===== config.mk =====
export PLATFORM = sky130hd
export DESIGN_NAME = eads_area_decode
export DESIGN_NICKNAME = d
export VERILOG_FILES = /design/src/eads_strap_sync.v /design/src/eads_area_decode.v
export VERILOG_INCLUDE_DIRS = /design/src
export SDC_FILE = /design/constraint.sdc
export NUM_CORES = 1
export LEC_CHECK = 0
export BUFFER_PORTS_ARGS = -buffer_cell sky130_fd_sc_hd__buf_2
export CORE_MARGIN = 4
export CORE_UTILIZATION = 55
export DETAILED_ROUTE_END_ITERATION = 8
export PLACE_DENSITY_LB_ADDON = 0.15
export SETUP_SLACK_MARGIN = 0.1
export SLEW_MARGIN = 20
export SYNTH_ARGS = -nofsm -noshare
export SYNTH_HDL_FRONTEND = slang
export SYNTH_SLANG_ARGS = --single-unit

===== constraint.sdc =====
create_clock -name aclk -period 4.92 [get_ports aclk]
set_input_delay 0.492 -clock aclk [delete_from_list [all_inputs] [get_ports aclk]]
set_output_delay 0.492 -clock aclk [all_outputs]
set_load 0.05 [all_outputs]

===== src/eads_consts.vh =====
// Purpose: constants for the external area decoder and boot strap block
// Assumes: included by bare name
// Notes: byte offsets on the register bus
`ifndef EADS_CONSTS_VH
`define EADS_CONSTS_VH
`define EADS_OFF_CMN      8'h00
`define EADS_OFF_RTCTRL   8'h04
`define EADS_OFF_REFRESH_TIMER_COUNTER    8'h08
`define EADS_OFF_RTCONST  8'h0C
`define EADS_OFF_STRAP    8'h10
`define EADS_OFF_DECODE   8'h14
`define EADS_OFF_SDMODE2  8'h18
`define EADS_OFF_SDMODE3  8'h1C
`define EADS_OFF_AREAW    8'h20
`define EADS_OFF_PROBE    8'h24
`define EADS_MAP_BIT      12
`define EADS_CMN_MASK     32'h00005E00
`define EADS_KEY          16'hA55A
`define EADS_AREA_MSB     28
`define EADS_AREA_LSB     26
`define EADS_HALF_BIT     25
`define EADS_W8           2'h1
`define EADS_W16          2'h2
`define EADS_W32          2'h3
`define EADS_RESP_OK      2'h0
`define EADS_RESP_ERR     2'h2
`endif


===== src/eads_strap_sync.v =====
// Purpose: three-stage synchroniser with agreement filter for strap pins
// Assumes: pins are quasi-static
// Notes: first stage read only by the second
`timescale 1ns/1ns
`default_nettype none
module eads_strap_sync #(
    parameter WIDTH = 3
) (
    input wire aclk,
    input wire aresetn,
    input wire [WIDTH-1:0] pin_in,
    output reg [WIDTH-1:0] pin_level
);
    reg [WIDTH-1:0] stage1;
    reg [WIDTH-1:0] stage2;
    reg [WIDTH-1:0] stage3;
    integer i;
    always @(posedge aclk) begin
        if (!aresetn) begin
            stage1 <= {WIDTH{1'b0}};
            stage2 <= {WIDTH{1'b0}};
            stage3 <= {WIDTH{1'b0}};
            pin_level <= {WIDTH{1'b0}};
        end else begin
            stage1 <= pin_in;
            stage2 <= stage1;
            stage3 <= stage2;
            for (i = 0; i < WIDTH; i = i + 1) begin
                if (stage2[i] == stage3[i]) begin
                    pin_level[i] <= stage3[i];
                end
            end
        end
    end
endmodule // eads_strap_sync
`default_nettype wire


===== src/eads_area_decode.v =====
// Purpose: external area decoder, boot straps and keyed refresh registers
// Assumes: AXI4-Lite slave, one clock, synchronous active-low reset
// Notes: straps latched a fixed delay after reset release
`timescale 1ns/1ns
`default_nettype none
`include "eads_consts.vh"
module eads_area_decode #(
    parameter STRAP_SETTLE = 8
) (
    input wire aclk,
    input wire aresetn,
    input wire [7:0] s_axi_awaddr,
    input wire s_axi_awvalid,
    output wire s_axi_awready,
    input wire [31:0] s_axi_wdata,
    input wire [3:0] s_axi_wstrb,
    input wire s_axi_wvalid,
    output wire s_axi_wready,
    output reg [1:0] s_axi_bresp,
    output reg s_axi_bvalid,
    input wire s_axi_bready,
    input wire [7:0] s_axi_araddr,
    input wire s_axi_arvalid,
    output wire s_axi_arready,
    output reg [31:0] s_axi_rdata,
    output reg [1:0] s_axi_rresp,
    output reg s_axi_rvalid,
    input wire s_axi_rready,
    input wire width_strap_low,
    input wire width_strap_high,
    input wire endian_strap,
    input wire [31:0] phys_addr,
    output reg [2:0] area_num,
    output reg area_half_b,
    output reg use_half_b_ctrl,
    output reg byte_sel_allowed,
    output reg reserved_hit,
    output reg boot_select,
    output reg [1:0] area_width,
    output reg [1:0] boot_width,
    output reg little_endian,
    output reg strap_valid,
    output reg sdram_mode_wr,
    output reg sdram_mode_area3,
    output reg [15:0] sdram_mode_value
);
    ////////////////////////////////////////////////////////////////////////////
    reg [31:0] common_control_register;
    reg [15:0] refresh_timer_ctrl_status;
    reg [15:0] refresh_timer_counter;
    reg [15:0] refresh_time_constant;
    reg [13:0] area_width_cfg;
    reg [31:0] probe_addr;
    reg [7:0] aw_addr;
    reg aw_full;
    reg [31:0] w_data;
    reg [3:0] w_strb;
    reg w_full;
    reg [3:0] settle_cnt;
    wire [2:0] strap_level;
    wire map2;
    wire wr_go;
    wire keyed_ok;
    wire [2:0] probe_area;

    function [2:0] area_of;
        input [31:0] addr;
        begin
            area_of = addr[`EADS_AREA_MSB:`EADS_AREA_LSB];
        end
    endfunction

    ////////////////////////////////////////////////////////////////////////////
    eads_strap_sync #(
        .WIDTH(3)
    ) u_sync (
        .aclk(aclk),
        .aresetn(aresetn),
        .pin_in({endian_strap, width_strap_high, width_strap_low}),
        .pin_level(strap_level)
    );

    always @(posedge aclk) begin
        if (!aresetn) begin
            settle_cnt <= 4'h0;
            strap_valid <= 1'b0;
            boot_width <= 2'h0;
            little_endian <= 1'b0;
        end else if (!strap_valid) begin
            if (settle_cnt == STRAP_SETTLE[3:0]) begin
                strap_valid <= 1'b1;
                boot_width <= strap_level[1:0];
                little_endian <= strap_level[2];
            end else begin
                settle_cnt <= settle_cnt + 4'h1;
            end
        end
    end

    ////////////////////////////////////////////////////////////////////////////
    assign map2 = common_control_register[`EADS_MAP_BIT];

    always @* begin
        area_num = area_of(phys_addr);
        area_half_b = phys_addr[`EADS_HALF_BIT];
        reserved_hit = (area_num == 3'h7);
        boot_select = (area_num == 3'h0);
        use_half_b_ctrl = 1'b0;
        byte_sel_allowed = (area_num >= 3'h2) && (area_num <= 3'h4);
        if (area_num == 3'h5 || area_num == 3'h6) begin
            if (map2) begin
                use_half_b_ctrl = 1'b1;
                byte_sel_allowed = 1'b1;
            end else begin
                use_half_b_ctrl = area_half_b;
                byte_sel_allowed = area_half_b;
            end
        end
        if (boot_select) begin
            area_width = boot_width;
        end else if (reserved_hit || area_num == 3'h1) begin
            area_width = `EADS_W32;
        end else begin
            area_width = area_width_cfg[2*(area_num-3'h2) +: 2];
        end
    end

    ////////////////////////////////////////////////////////////////////////////
    assign s_axi_awready = !aw_full && !s_axi_bvalid;
    assign s_axi_wready = !w_full && !s_axi_bvalid;
    assign s_axi_arready = !s_axi_rvalid;
    assign wr_go = aw_full && w_full;
    assign keyed_ok = (w_strb == 4'hF) && (w_data[31:16] == `EADS_KEY);
    assign probe_area = area_of(probe_addr);

    always @(posedge aclk) begin
        if (!aresetn) begin
            aw_full <= 1'b0;
            w_full <= 1'b0;
            aw_addr <= 8'h00;
            w_data <= 32'h00000000;
            w_strb <= 4'h0;
            s_axi_bvalid <= 1'b0;
            s_axi_bresp <= `EADS_RESP_OK;
            common_control_register <= 32'h00000000;
            refresh_timer_ctrl_status <= 16'h0000;
            refresh_timer_counter <= 16'h0000;
            refresh_time_constant <= 16'h0000;
            area_width_cfg <= 14'h3FFF;
            probe_addr <= 32'h00000000;
            sdram_mode_wr <= 1'b0;
            sdram_mode_area3 <= 1'b0;
            sdram_mode_value <= 16'h0000;
        end else begin
            sdram_mode_wr <= 1'b0;
            if (s_axi_awvalid && s_axi_awready) begin
                aw_full <= 1'b1;
                aw_addr <= s_axi_awaddr;
            end
            if (s_axi_wvalid && s_axi_wready) begin
                w_full <= 1'b1;
                w_data <= s_axi_wdata;
                w_strb <= s_axi_wstrb;
            end
            if (s_axi_bvalid && s_axi_bready) begin
                s_axi_bvalid <= 1'b0;
            end
            if (wr_go) begin
                aw_full <= 1'b0;
                w_full <= 1'b0;
                s_axi_bvalid <= 1'b1;
                s_axi_bresp <= `EADS_RESP_OK;
                case ({aw_addr[7:2], 2'b00})
                    `EADS_OFF_CMN: begin
                        common_control_register <= w_data & `EADS_CMN_MASK;
                    end
                    `EADS_OFF_RTCTRL: begin
                        if (keyed_ok) refresh_timer_ctrl_status <= w_data[15:0];
                    end
                    `EADS_OFF_REFRESH_TIMER_COUNTER: begin
                        if (keyed_ok) refresh_timer_counter <= w_data[15:0];
                    end
                    `EADS_OFF_RTCONST: begin
                        if (keyed_ok) refresh_time_constant <= w_data[15:0];
                    end
                    `EADS_OFF_SDMODE2, `EADS_OFF_SDMODE3: begin
                        sdram_mode_wr <= 1'b1;
                        sdram_mode_area3 <= aw_addr[2];
                        sdram_mode_value <= w_data[15:0];
                    end
                    `EADS_OFF_AREAW: begin
                        area_width_cfg <= w_data[13:0];
                    end
                    `EADS_OFF_PROBE: begin
                        probe_addr <= w_data;
                    end
                    `EADS_OFF_STRAP, `EADS_OFF_DECODE: begin
                        s_axi_bresp <= `EADS_RESP_OK;
                    end
                    default: begin
                        s_axi_bresp <= `EADS_RESP_ERR;
                    end
                endcase
            end
        end
    end

    ////////////////////////////////////////////////////////////////////////////
    always @(posedge aclk) begin
        if (!aresetn) begin
            s_axi_rvalid <= 1'b0;
            s_axi_rdata <= 32'h00000000;
            s_axi_rresp <= `EADS_RESP_OK;
        end else begin
            if (s_axi_rvalid && s_axi_rready) begin
                s_axi_rvalid <= 1'b0;
            end
            if (s_axi_arvalid && s_axi_arready) begin
                s_axi_rvalid <= 1'b1;
                s_axi_rresp <= `EADS_RESP_OK;
                case ({s_axi_araddr[7:2], 2'b00})
                    `EADS_OFF_CMN: s_axi_rdata <= common_control_register;
                    `EADS_OFF_RTCTRL: s_axi_rdata <= {16'h0000, refresh_timer_ctrl_status};
                    `EADS_OFF_REFRESH_TIMER_COUNTER: s_axi_rdata <= {16'h0000, refresh_timer_counter};
                    `EADS_OFF_RTCONST: s_axi_rdata <= {16'h0000, refresh_time_constant};
                    `EADS_OFF_STRAP: s_axi_rdata <= {28'h0000000, strap_valid, little_endian,
                        boot_width};
                    `EADS_OFF_DECODE: s_axi_rdata <= {27'h0000000, probe_area == 3'h7,
                        (probe_area == 3'h5 || probe_area == 3'h6) &&
                        (map2 || probe_addr[`EADS_HALF_BIT]), probe_area};
                    `EADS_OFF_SDMODE2, `EADS_OFF_SDMODE3: s_axi_rdata <= 32'h00000000;
                    `EADS_OFF_AREAW: s_axi_rdata <= {18'h00000, area_width_cfg};
                    `EADS_OFF_PROBE: s_axi_rdata <= probe_addr;
                    default: begin
                        s_axi_rdata <= 32'h00000000;
                        s_axi_rresp <= `EADS_RESP_ERR;
                    end
                endcase
            end
        end
    end
endmodule // eads_area_decode
`default_nettype wire


==> results of run 1 <==
-- cell usage in the layout (no fill, tap or decap), types with 4 or more instances in the layout --
cell type,Yosys,layout
clkinv_2,0,4
nor3_1,5,5
nor4_1,5,5
nand2_1,255,255
mux2i_1,70,70
buf_2,8,132
ha_1,4,4
nand3_1,55,55
o22ai_1,6,6
o21ai_1,30,30
and2_1,13,13
and3_1,5,5
a31oi_1,4,4
clkbuf_16,0,23
a211oi_1,6,6
mux4_2,4,4
a221oi_1,8,8
clkbuf_1,62,4
inv_1,8,8
dfxtp_1,217,217
clkbuf_8,0,9
a21oi_1,112,112
nand2b_1,5,5
nor2b_1,4,4
o21ai_0,15,15
nor2_1,68,68
buf_4,7,12
o2bb2ai_1,5,5
-- synth_stat cells, types with 2 or more instances --
cell         n  share of area (%)
nand3_1     55                3.2
a31oi_1      4               0.29
a221oi_1     8               0.81
clkbuf_1    62                2.7
nand2b_1     5               0.36
inv_1        8               0.35
mux2i_1     70                8.1
buf_4        7               0.61
a32oi_1      2               0.20
nor4_1       5               0.36
nor2b_1      4               0.29
o21ai_0     15               0.87
nor3_1       5               0.29
buf_2        8               0.46
and3_1       5               0.36
buf_1        3               0.13
a21oi_1    112                6.5
a211oi_1     6               0.52
o21ai_1     30                1.7
and3b_1      2               0.20
xnor2_1      3               0.30
and2_1      13               0.94
ha_1         4               0.58
nor2_1      68                3.0
buf_6        2               0.26
o22ai_1      6               0.43
nand3b_1     2               0.17
o2bb2ai_1    5               0.51
dfxtp_1    217                 50
nand4b_1     3               0.30
mux4_2       4                1.0
nor3b_1      2               0.17
nand2_1    255                 11
nor4bb_1     2               0.23
-- area by class of cell --
| cell class | instances | area, um2 |
|---|---|---|
| Multi-Input combinational cell | 715 | 3910 |
| Sequential cell | 217 | 4340 |
| Clock buffer | 36 | 714 |
| Tap cell | 211 | 264 |
| Fill cell | 1375 | 5260 |
| Clock inverter | 5 | 31.3 |
| Timing Repair Buffer | 144 | 751 |
| Inverter | 9 | 36.3 |
-- sequential cells by signal (all words and copies together) (netlist names), 4 cells and up --
name	cells
probe_addr	32
s_axi_rdata	32
w_data	32
refresh_time_constant	16
refresh_timer_counter	16
refresh_timer_ctrl_status	16
sdram_mode_value	16
area_width_cfg	14
aw_addr	6
common_control_register	5
settle_cnt	4
w_strb	4
-- layer usage --
| metal | part of all wire [%] | global-route usage (%) |
|---|---|---|
| met5 | 0 | 0 |
| met4 | 1.8 | 5.37 |
| met3 | 8.6 | 4.83 |
| met2 | 45 | 39.4 |
| met1 | 44 | 32.6 |
-- final timing paths --
path | from | end | slack (ns)
setup / recovery | phys_addr[27] | area_width[1] | 2.44
setup reg to reg | s_axi_rvalid | s_axi_rdata[7] | 2.69
hold reg to reg | u_sync.stage1[0] | u_sync.stage2[0] | 0.43
hold / removal | s_axi_rready | s_axi_rvalid | 0.17
-- worst max-delay path, cell delays in order --
cell and delay (ns):
buf_2 0.29, inv_1 0.11, ha_1 0.35, a31oi_1 0.14, o21ai_0 0.11, a32oi_1 0.22, nor2_1 0.06, buf_2 0.21
-- metrics by stage --
| stage | hold slack, ns | instance area [um2] | power (mW) |
|---|---|---|---|
| after global placement | 0.418 | 9300 | 2.12 |
| after CTS | 0.159 | 10000 | 3.79 |
| after detailed placement | 0.420 | 9300 | 2.12 |
| final | 0.168 | 10100 | 3.76 |
| after floorplan | 0.412 | 8640 | 2.04 |
| after global routing | 0.181 | 10100 | 3.89 |
-- where the power goes --
group          internal, mW  leakage, nW  switching, mW
clock network         0.996        0.375          0.685
logic                0.0795         2.02          0.169
registers              1.79         1.76         0.0440
total                  2.87         4.16          0.898
-- logic make-up (layout without fill, tap and decap cells) --
kind of cell	count (synthesis)	in the layout	share of synthesized area [%]
simple gates	436	436	22.4
flops	217	217	50.3
compound gates	193	193	12.4
buf+inv	91	194	4.55
mux	75	75	9.28
fa+ha+maj	5	5	0.695
xor+xnor	4	4	0.406
other cells	1	2	0.0434
==> metrics.csv, run 1 <==
metric,value,unit
first-pass GRT wire length,35300,um
"Seq/Total Area, Yosys",50.3,%
Slew headroom,27.5,%
Finish-stage setup viols,0,
min Tclk post-route,2.48,ns
CTS max path bufs,3,
Final period util,50.5,%
RSZ-0062 raised after global routing,no,
Residual DRC,0,
maximum VDD drop,300,uV
setup bufs post-CTS,0,
capturing element type of the critical path,output port,
hold-fix buffer count after cts,0,
input/output buffers,132,
"Cell Area, Synth",0.00864,mm2
TNS Setup,0,ns
die area,0.0178,mm2
Yosys Warn Count,0,
std cell rows,45,
Die Y,133,um
boundary pin count,167,
final core occ,65.6,%
Startpoint Class,input port,
DR pass1 iterations,5,
Slew @ Worst Pin,1.09,ns
Num CTS Buffers,23,
unique cell type count in the Yosys netlist,54,
Final Non-Filler Cells,1337,
number of synthesized flops with an enable pin,0,
mean area per synthesized cell,8.45,um2
register bit total from synthesis,217,
hpwl dp,14300,um
wire per inst,16.4,um
initial antenna violation count,0,
# placed instances,1296,
Power Density,375,mW/mm2
die extent in x,133,um
Syn Inst Count,1022,
clk slew on worst S/H paths,0.06,ns
final-report hold violation count,0,
max-cap viol count,0,
critical path peak fanout,17,
Vias,7385,
status,finished clean,
CP required,4.43,ns
core area,0.0153,mm2
H-tree Lvls,1,
asr flop ratio synth,0,%
DRT antenna net count,0,
pin count of the biggest net entering global routing,100,
drt total wl,21900,um
CTS tree,built,
GRT Util Overall,23.9,%
Place WS,2.17,ns
clk root buf,clkbuf_16,
layout cell share with drive strength beyond 1,17.2,%
Hold Crit Depth,2,
Crit Path Class,input port to output port,
worst hold path class,input port to flop,
Final #Nets,1208,
Initial Util,56.4,%
worst skew pair latency,0.50,ns
post-route setup slack,2.44,ns
CP arrival,1.99,ns
P&R area growth vs syn,16.4,%
Iter 0 DRT Violations,636,
FF-to-FF path depth,6,
"Slew Viols, Final",0,
skew final,0.00679,ns
# diodes,0,
RePlAce Congestion,0.844,
Via density,5.52,
Congestion Overflow GR,0,
vias in the first global route,6959,
LEAKAGE,4.16,nW
most common flop cell mapped by yosys,dfxtp_1,
# clock sinks,217,
"Gates resized, CTS repair",0,
f_max,0.402,GHz
Power figures use the tool's default switching activity.
==> inputs of run 2 (changes only) <==
ABC_AREA = 1   (was unset)
clock period = 2.5 ns   (was 4.92 ns; I/O delays follow)
==> metrics.csv, run 2 <==
metric,value,unit,change
input/output buffers,132,,unchanged
vias in the first global route,8122,,+17%
Num CTS Buffers,23,,unchanged
PnR Total Power,7.76,mW,+110%
Final Non-Filler Cells,1670,,+25%
clk slew on worst S/H paths,0.06,ns,about the same
multiplexer area fraction after synthesis,0,%,-9.3 points
Yosys Warn Count,0,,unchanged
GRT Util Overall,25.8,%,+1.9 points
status,finished clean,,
f_max,0.512,GHz,
Via density,5.27,,-4.6%
number of synthesized flops with an enable pin,0,,unchanged
"Non-Filler Cell Area, Final",0.0110,mm2,+9.3%
layout cell share with drive strength beyond 1,14.9,%,-2.3 points
std cell rows,47,,+4.4%
final core occ,66.0,%,+0.41 points
post-route setup slack,0.547,ns,-1.89 ns
worst-path cell chain,inv_1 -> a21oi_1 -> o21ai_0 -> a21oi_1 -> nand2_1 -> a21oi_1 -> buf_2,,
post-synthesis simple-gate area fraction,27.0,%,+4.7 points
mean area per synthesized cell,7.09,um2,-16%
"commonest cells after routing, fill and taps aside","nand2_1 (268), dfxtp_1 (217), nor2_1 (170), inv_1 (159), o21ai_0 (132)",,
CTS tree,built,,
skew final,0.0168,ns,+0.0100 ns
core area,0.0166,mm2,+8.7%
drt total wl,25400,um,+16%
post-synth top area share,46.5,%,-3.8 points
Syn Inst Count,1317,,+29%
DRT antenna net count,0,,unchanged
critical path peak fanout,3,,-14
die area,0.0191,mm2,+7.6%
register bit total from synthesis,217,,unchanged
CP required,2.25,ns,-2.18 ns
Post-DP Area,0.0101,mm2,+8.4%
asr flop ratio synth,0,%,unchanged
main combinational cell family by area after synthesis,simple AND/OR/NAND/NOR gates,,
"most common cell after layout, fill and taps aside",nand2_1,,
RePlAce Congestion,0.898,,+6.4%
Hold Worst Slack,0.0127,ns,-0.155 ns
initial antenna violation count,0,,unchanged
Finish-stage setup viols,0,,unchanged
final-report hold violation count,0,,unchanged
Crit Path Class,flop to output port,,
cell with the most instances after synthesis,nand2_1,,
P&R area growth vs syn,17.7,%,
Place WS,0.622,ns,-1.55 ns
Startpoint Class,flop,,
Hold Crit Depth,3,,+1
LEAKAGE,5.12,nW,+23%
xor/xnor share of the synthesized area,0,%,-0.41 points
die extent in x,138,um,+3.8%
FF-to-FF path depth,8,,+2
Synth Area in Compound Gates,15.2,%,+2.8 points
# clock sinks,217,,unchanged
capturing element type of the critical path,output port,,
ranking of synthesized cells by area,"dfxtp_1 (47%), nand2_1 (11%), o21ai_0 (7.1%)",,
CP max-delay cell,dfxtp_1,,
max-cap viol count,0,,unchanged
Final #Nets,1532,,+27%
Final period util,78.1,%,
TNS Setup,0,ns,unchanged
"Seq/Total Area, Yosys",46.5,%,-3.8 points
maximum VDD drop,666,uV,+120%
Power Density,706,mW/mm2,+89%
unique cell type count in the Yosys netlist,31,,-43%
pin count of the biggest net entering global routing,195,,+95%
wire per inst,15.2,um,-7.0%
RSZ-0062 raised after global routing,no,,
Regs by FF count,"probe_addr (32), s_axi_rdata (32), w_data (32)",,
adder-cell share of the synthesized area,0.536,%,-0.16 points
DR pass1 iterations,5,,unchanged
min Tclk post-route,1.95,ns,
worst skew pair latency,0.52,ns,+0.02 ns
total number of cells along the worst setup path,7,,-1
CP top delay family,compound AO/OA/AOI/OAI gates,,
# placed instances,1612,,+24%
"Slew Viols, Final",0,,unchanged
worst hold path class,input port to flop,,
Slew headroom,43.3,%,+16 points
most common flop cell mapped by yosys,dfxtp_1,,
CP arrival,1.70,ns,-0.29 ns
Initial Util,56.1,%,-0.27 points
"Cell Area, Synth",0.00934,mm2,+8.1%
most frequent cells after synthesis,"nand2_1 (268), dfxtp_1 (217), nor2_1 (170), inv_1 (159), o21ai_0 (132)",,
FILL cells,1494,,+8.7%
first-pass GRT wire length,41500,um,+17%
Congestion Overflow GR,0,,unchanged
hpwl dp,16800,um,+18%
clk root buf,clkbuf_16,,
Residual DRC,0,,unchanged
boundary pin count,167,,unchanged
Die Y,138,um,+3.8%
leading area contributor after synthesis,dfxtp_1,,
WP buf/inv,2,,-1
Iter 0 DRT Violations,794,,+25%
Slew @ Worst Pin,0.850,ns,-0.237 ns
CTS max path bufs,3,,unchanged
"slowest stage delay, CP",0.31,ns,-0.04 ns
Worst path most repeated cell,a21oi_1,,
H-tree Lvls,1,,unchanged
Vias,8802,,+19%
[run 2: cell count changes after synthesis, moves of 8 or more]
| cell | delta |
|---|---|
| o21ai_1 | -24 |
| nand3_1 | -24 |
| nor2_2 | +11 |
| mux2i_1 | -70 |
| and2_1 | -13 |
| nand2_1 | +13 |
| clkbuf_1 | -22 |
| o211ai_1 | +11 |
| a21oi_1 | +9 |
| nand4_1 | +77 |
| nor2_1 | +102 |
| inv_1 | +151 |
| o21ai_0 | +117 |
| a221oi_1 | -8 |
[run 2: layer usage]
metal | vias up | GRT usage (%) | share of wire, %
met3 | 63 | 3.83 | 6.7
li1 | 4487 | - | -
met5 | - | 0 | 0
met1 | 3954 | 34.5 | 44
met2 | 298 | 42.1 | 46
met4 | 0 | 10.6 | 3.9
[run 2: cells by family (layout without fill, tap and decap cells)]
group | Yosys count | after routing
simple gates | 577 | 577
other cells | 1 | 3
compound gates | 275 | 275
buf+inv | 243 | 374
flops | 217 | 217
fa+ha+maj | 4 | 4
[run 2: final timing paths]
path              slack (ns)                   endpoint                from
setup reg to reg        0.66  refresh_time_constant[14]          w_data[20]
hold / removal          0.01                 w_data[30]     s_axi_wdata[30]
setup / recovery        0.55              area_width[0]  area_width_cfg[10]
hold reg to reg         0.41           u_sync.stage2[1]    u_sync.stage1[1]
[run 2: final cells by class]
type / count / area (um2) / area share [%]
inverters: 166 / 623 / 5.67
clock buffers: 29 / 628 / 5.71
flip-flops and latches: 217 / 4340 / 39.5
well taps: 220 / 275 / 2.50
diodes: 1 / 2.50 / 0.0228
multi-input cells: 858 / 4010 / 36.4
repair buffers: 168 / 1000 / 9.11
clock inverters: 11 / 111 / 1.01
[run 2: timing repair]
| item | CTS | global route |
|---|---|---|
| buffers inserted | 0 | 0 |
| endpoints found under the hold margin | 17 | 0 |
| hold buffers | 17 | 0 |
| resized for setup | 0 | 0 |
[run 2: power by group]
group / internal, mW / total (mW) / switching, mW
logic: 0.211 / 0.775 / 0.564
registers: 3.57 / 3.63 / 0.0658
clock network: 1.98 / 3.35 / 1.37
[run 2: worst min-delay path, delay by kind of cell]
family / cells / cell delay, ns
buffers and inverters: 1 / 0.07
AOI/OAI and AO/OA: 1 / 0.08
and+or+nand+nor: 1 / 0.08
==> inputs of run 3 (changes only) <==
ABC_AREA = 0   (was 1)
CORE_UTILIZATION = 50   (was 55)
clock period = 1.6 ns   (was 2.5 ns; I/O delays follow)
==> metrics.csv, run 3 (synthesis gave the netlist of run 1 again) <==
metric,value,unit,change
"commonest cells after routing, fill and taps aside","dfxtp_1 (205), nand2_1 (182), buf_2 (125), a21oi_1 (75), buf_4 (72)",,
die area,0.0194,mm2,+1.6%
CTS max path bufs,3,,unchanged
Via density,5.58,,+5.9%
hpwl dp,15700,um,-6.5%
layout cell share with drive strength beyond 1,38.4,%,+23 points
DR WL met2,13700,um,+18%
Iter 0 DRT Violations,622,,-22%
Combinational Power Share,9.4,%,-0.6 points
wire per inst,19.2,um,+26%
final core occ,76.3,%,+10 points
first-pass GRT wire length,42100,um,+1.5%
Post-DP Area,0.0101,mm2,+0.68%
GRT Util Overall,26.4,%,+0.63 points
critical path peak fanout,2,,-1
LEAKAGE,5.73,nW,+12%
status,finished with violations,,
FILL cells,1115,,-25%
initial antenna violation count,0,,unchanged
input/output buffers,132,,unchanged
Num CTS Buffers,23,,unchanged
post-route setup slack,-0.481,ns,-1.03 ns
Finish-stage setup viols,113,,+113
min Tclk post-route,2.08,ns,
Int Power,9.27,mW,+61%
"Non-Filler Cell Area, Final",0.0128,mm2,+16%
final-report hold violation count,0,,unchanged
Residual DRC,0,,unchanged
routed wl met3,2270,um,+34%
CP required,1.44,ns,-0.81 ns
clk slew on worst S/H paths,0.06,ns,about the same
maximum VDD drop,877,uV,+32%
sequential share of power,45.9,%,-0.9 points
pin count of the biggest net entering global routing,162,,-17%
wl on met1,11600,um,+4.4%
Die Y,139,um,+0.81%
clk root buf,clkbuf_16,,
die extent in x,139,um,+0.81%
failing checks,setup timing,,
# diodes,0,,-1
area of the multi-input gates,0.00484,mm2,+21%
switching power,3.06,mW,+53%
# clock sinks,217,,unchanged
vias in the first global route,7977,,-1.8%
TNS Setup,-20.86,ns,-20.86 ns
std cell rows,47,,unchanged
CTS tree,built,,
highest routed layer,met4,,
RePlAce Congestion,0.842,,-6.2%
Congestion Overflow GR,0,,unchanged
Slew @ Worst Pin,0.893,ns,+0.0431 ns
Regs by FF count,"probe_addr (32), s_axi_rdata (32), w_data (32)",,
clock power share,44.7,%,+1.5 points
Register Area,0.00437,mm2,+0.63%
boundary pin count,167,,unchanged
CP arrival,1.92,ns,+0.22 ns
P&R area growth vs syn,47.9,%,
capturing element type of the critical path,output port,,
Crit Path Class,flop to output port,,
DRT antenna net count,0,,unchanged
worst skew pair latency,0.52,ns,about the same
Startpoint Class,flop,,
Slew headroom,40.5,%,-2.8 points
"Slew Viols, Final",0,,unchanged
skew final,0.00921,ns,-0.00762 ns
max-cap viol count,0,,unchanged
core area,0.0168,mm2,+0.71%
H-tree Lvls,1,,unchanged
worst hold path class,input port to flop,,
Power Density,965,mW/mm2,+37%
Final period util,130,%,
f_max,0.481,GHz,
Vias,8346,,-5.2%
DR pass1 iterations,5,,unchanged
Final #Nets,1356,,-11%
"most common cell after layout, fill and taps aside",dfxtp_1,,
Sw Share,24.8,%,-0.96 points
RSZ-0062 raised after global routing,yes,,
Initial Util,51.5,%,-4.6 points
drt total wl,28600,um,+13%
[run 3: cell count changes in the layout (fill, tap and decap cells not counted), moves of 67 or more]
cell	previous run	this run
inv_1	159	6
mux2i_1	0	67
nand2_1	268	182
nand4_1	78	1
nor2_1	170	62
o21ai_0	132	15
[run 3: timing repair]
item / CTS / global route
endpoints found under the setup margin: 117 / 126
gates resized for setup: 93 / 167
gates cloned: 9 / 3
pin swaps: 53 / 69
hold buffers: 48 / 0
endpoints found under the hold margin: 47 / 0
setup buffers: 18 / 4
[run 3: final timing paths]
kind	startpoint	to	slack, ns	cells after the start
max reg2reg	w_data[28]	refresh_timer_counter[14]	-0.34	7
max	area_width_cfg[3]	area_width[1]	-0.48	5
min reg2reg	u_sync.stage1[1]	u_sync.stage2[1]	0.43	1
min	s_axi_araddr[4]	s_axi_rresp[1]	0.03	3
[run 3: cell type report]
cell class	count	share of cell area (%)
multi-input cells	715	37.9
flip-flops and latches	217	34.2
repair buffers	292	19.2
clock buffers	32	5.56
well taps	220	2.15
clock inverters	10	0.656
inverters	9	0.313
[run 3: stage by stage]
stage	hold slack (ns)	worst slack (ns)	instances	total power, mW
after floorplan	0.249	-0.168	1023	6.31
after global placement	0.332	-0.126	1378	6.68
after detailed placement	0.341	-0.176	1378	6.69
after CTS	0.0182	-0.479	1494	12.3
after global routing	0.0517	-0.526	1495	12.7
final	0.0328	-0.481	1495	12.3
[run 3: critical path, stage by stage (launching register included)]
cell and delay (ns):
dfxtp_2 0.33, mux4_2 0.45, nand2b_4 0.16, a32oi_4 0.25, nor2_4 0.04, buf_6 0.16
[run 3: layer usage]
metal | up-vias | track usage [%]
met5 | - | 0
met1 | 3955 | 34.4
li1 | 3940 | -
met3 | 93 | 6.31
met2 | 358 | 43.1
met4 | 0 | 9.32
[run 3: power by group through the flow]
stage | sequential [mW] | clock (mW) | combinational (mW)
6_report | 5.66 | 5.51 | 1.16
5_1_grt | 5.67 | 5.78 | 1.24
4_1_cts | 5.63 | 5.56 | 1.09
3_5_place_dp | 5.75 | 0 | 0.940
3_3_place_gp | 5.75 | 0 | 0.933
2_1_floorplan | 5.73 | 0 | 0.584
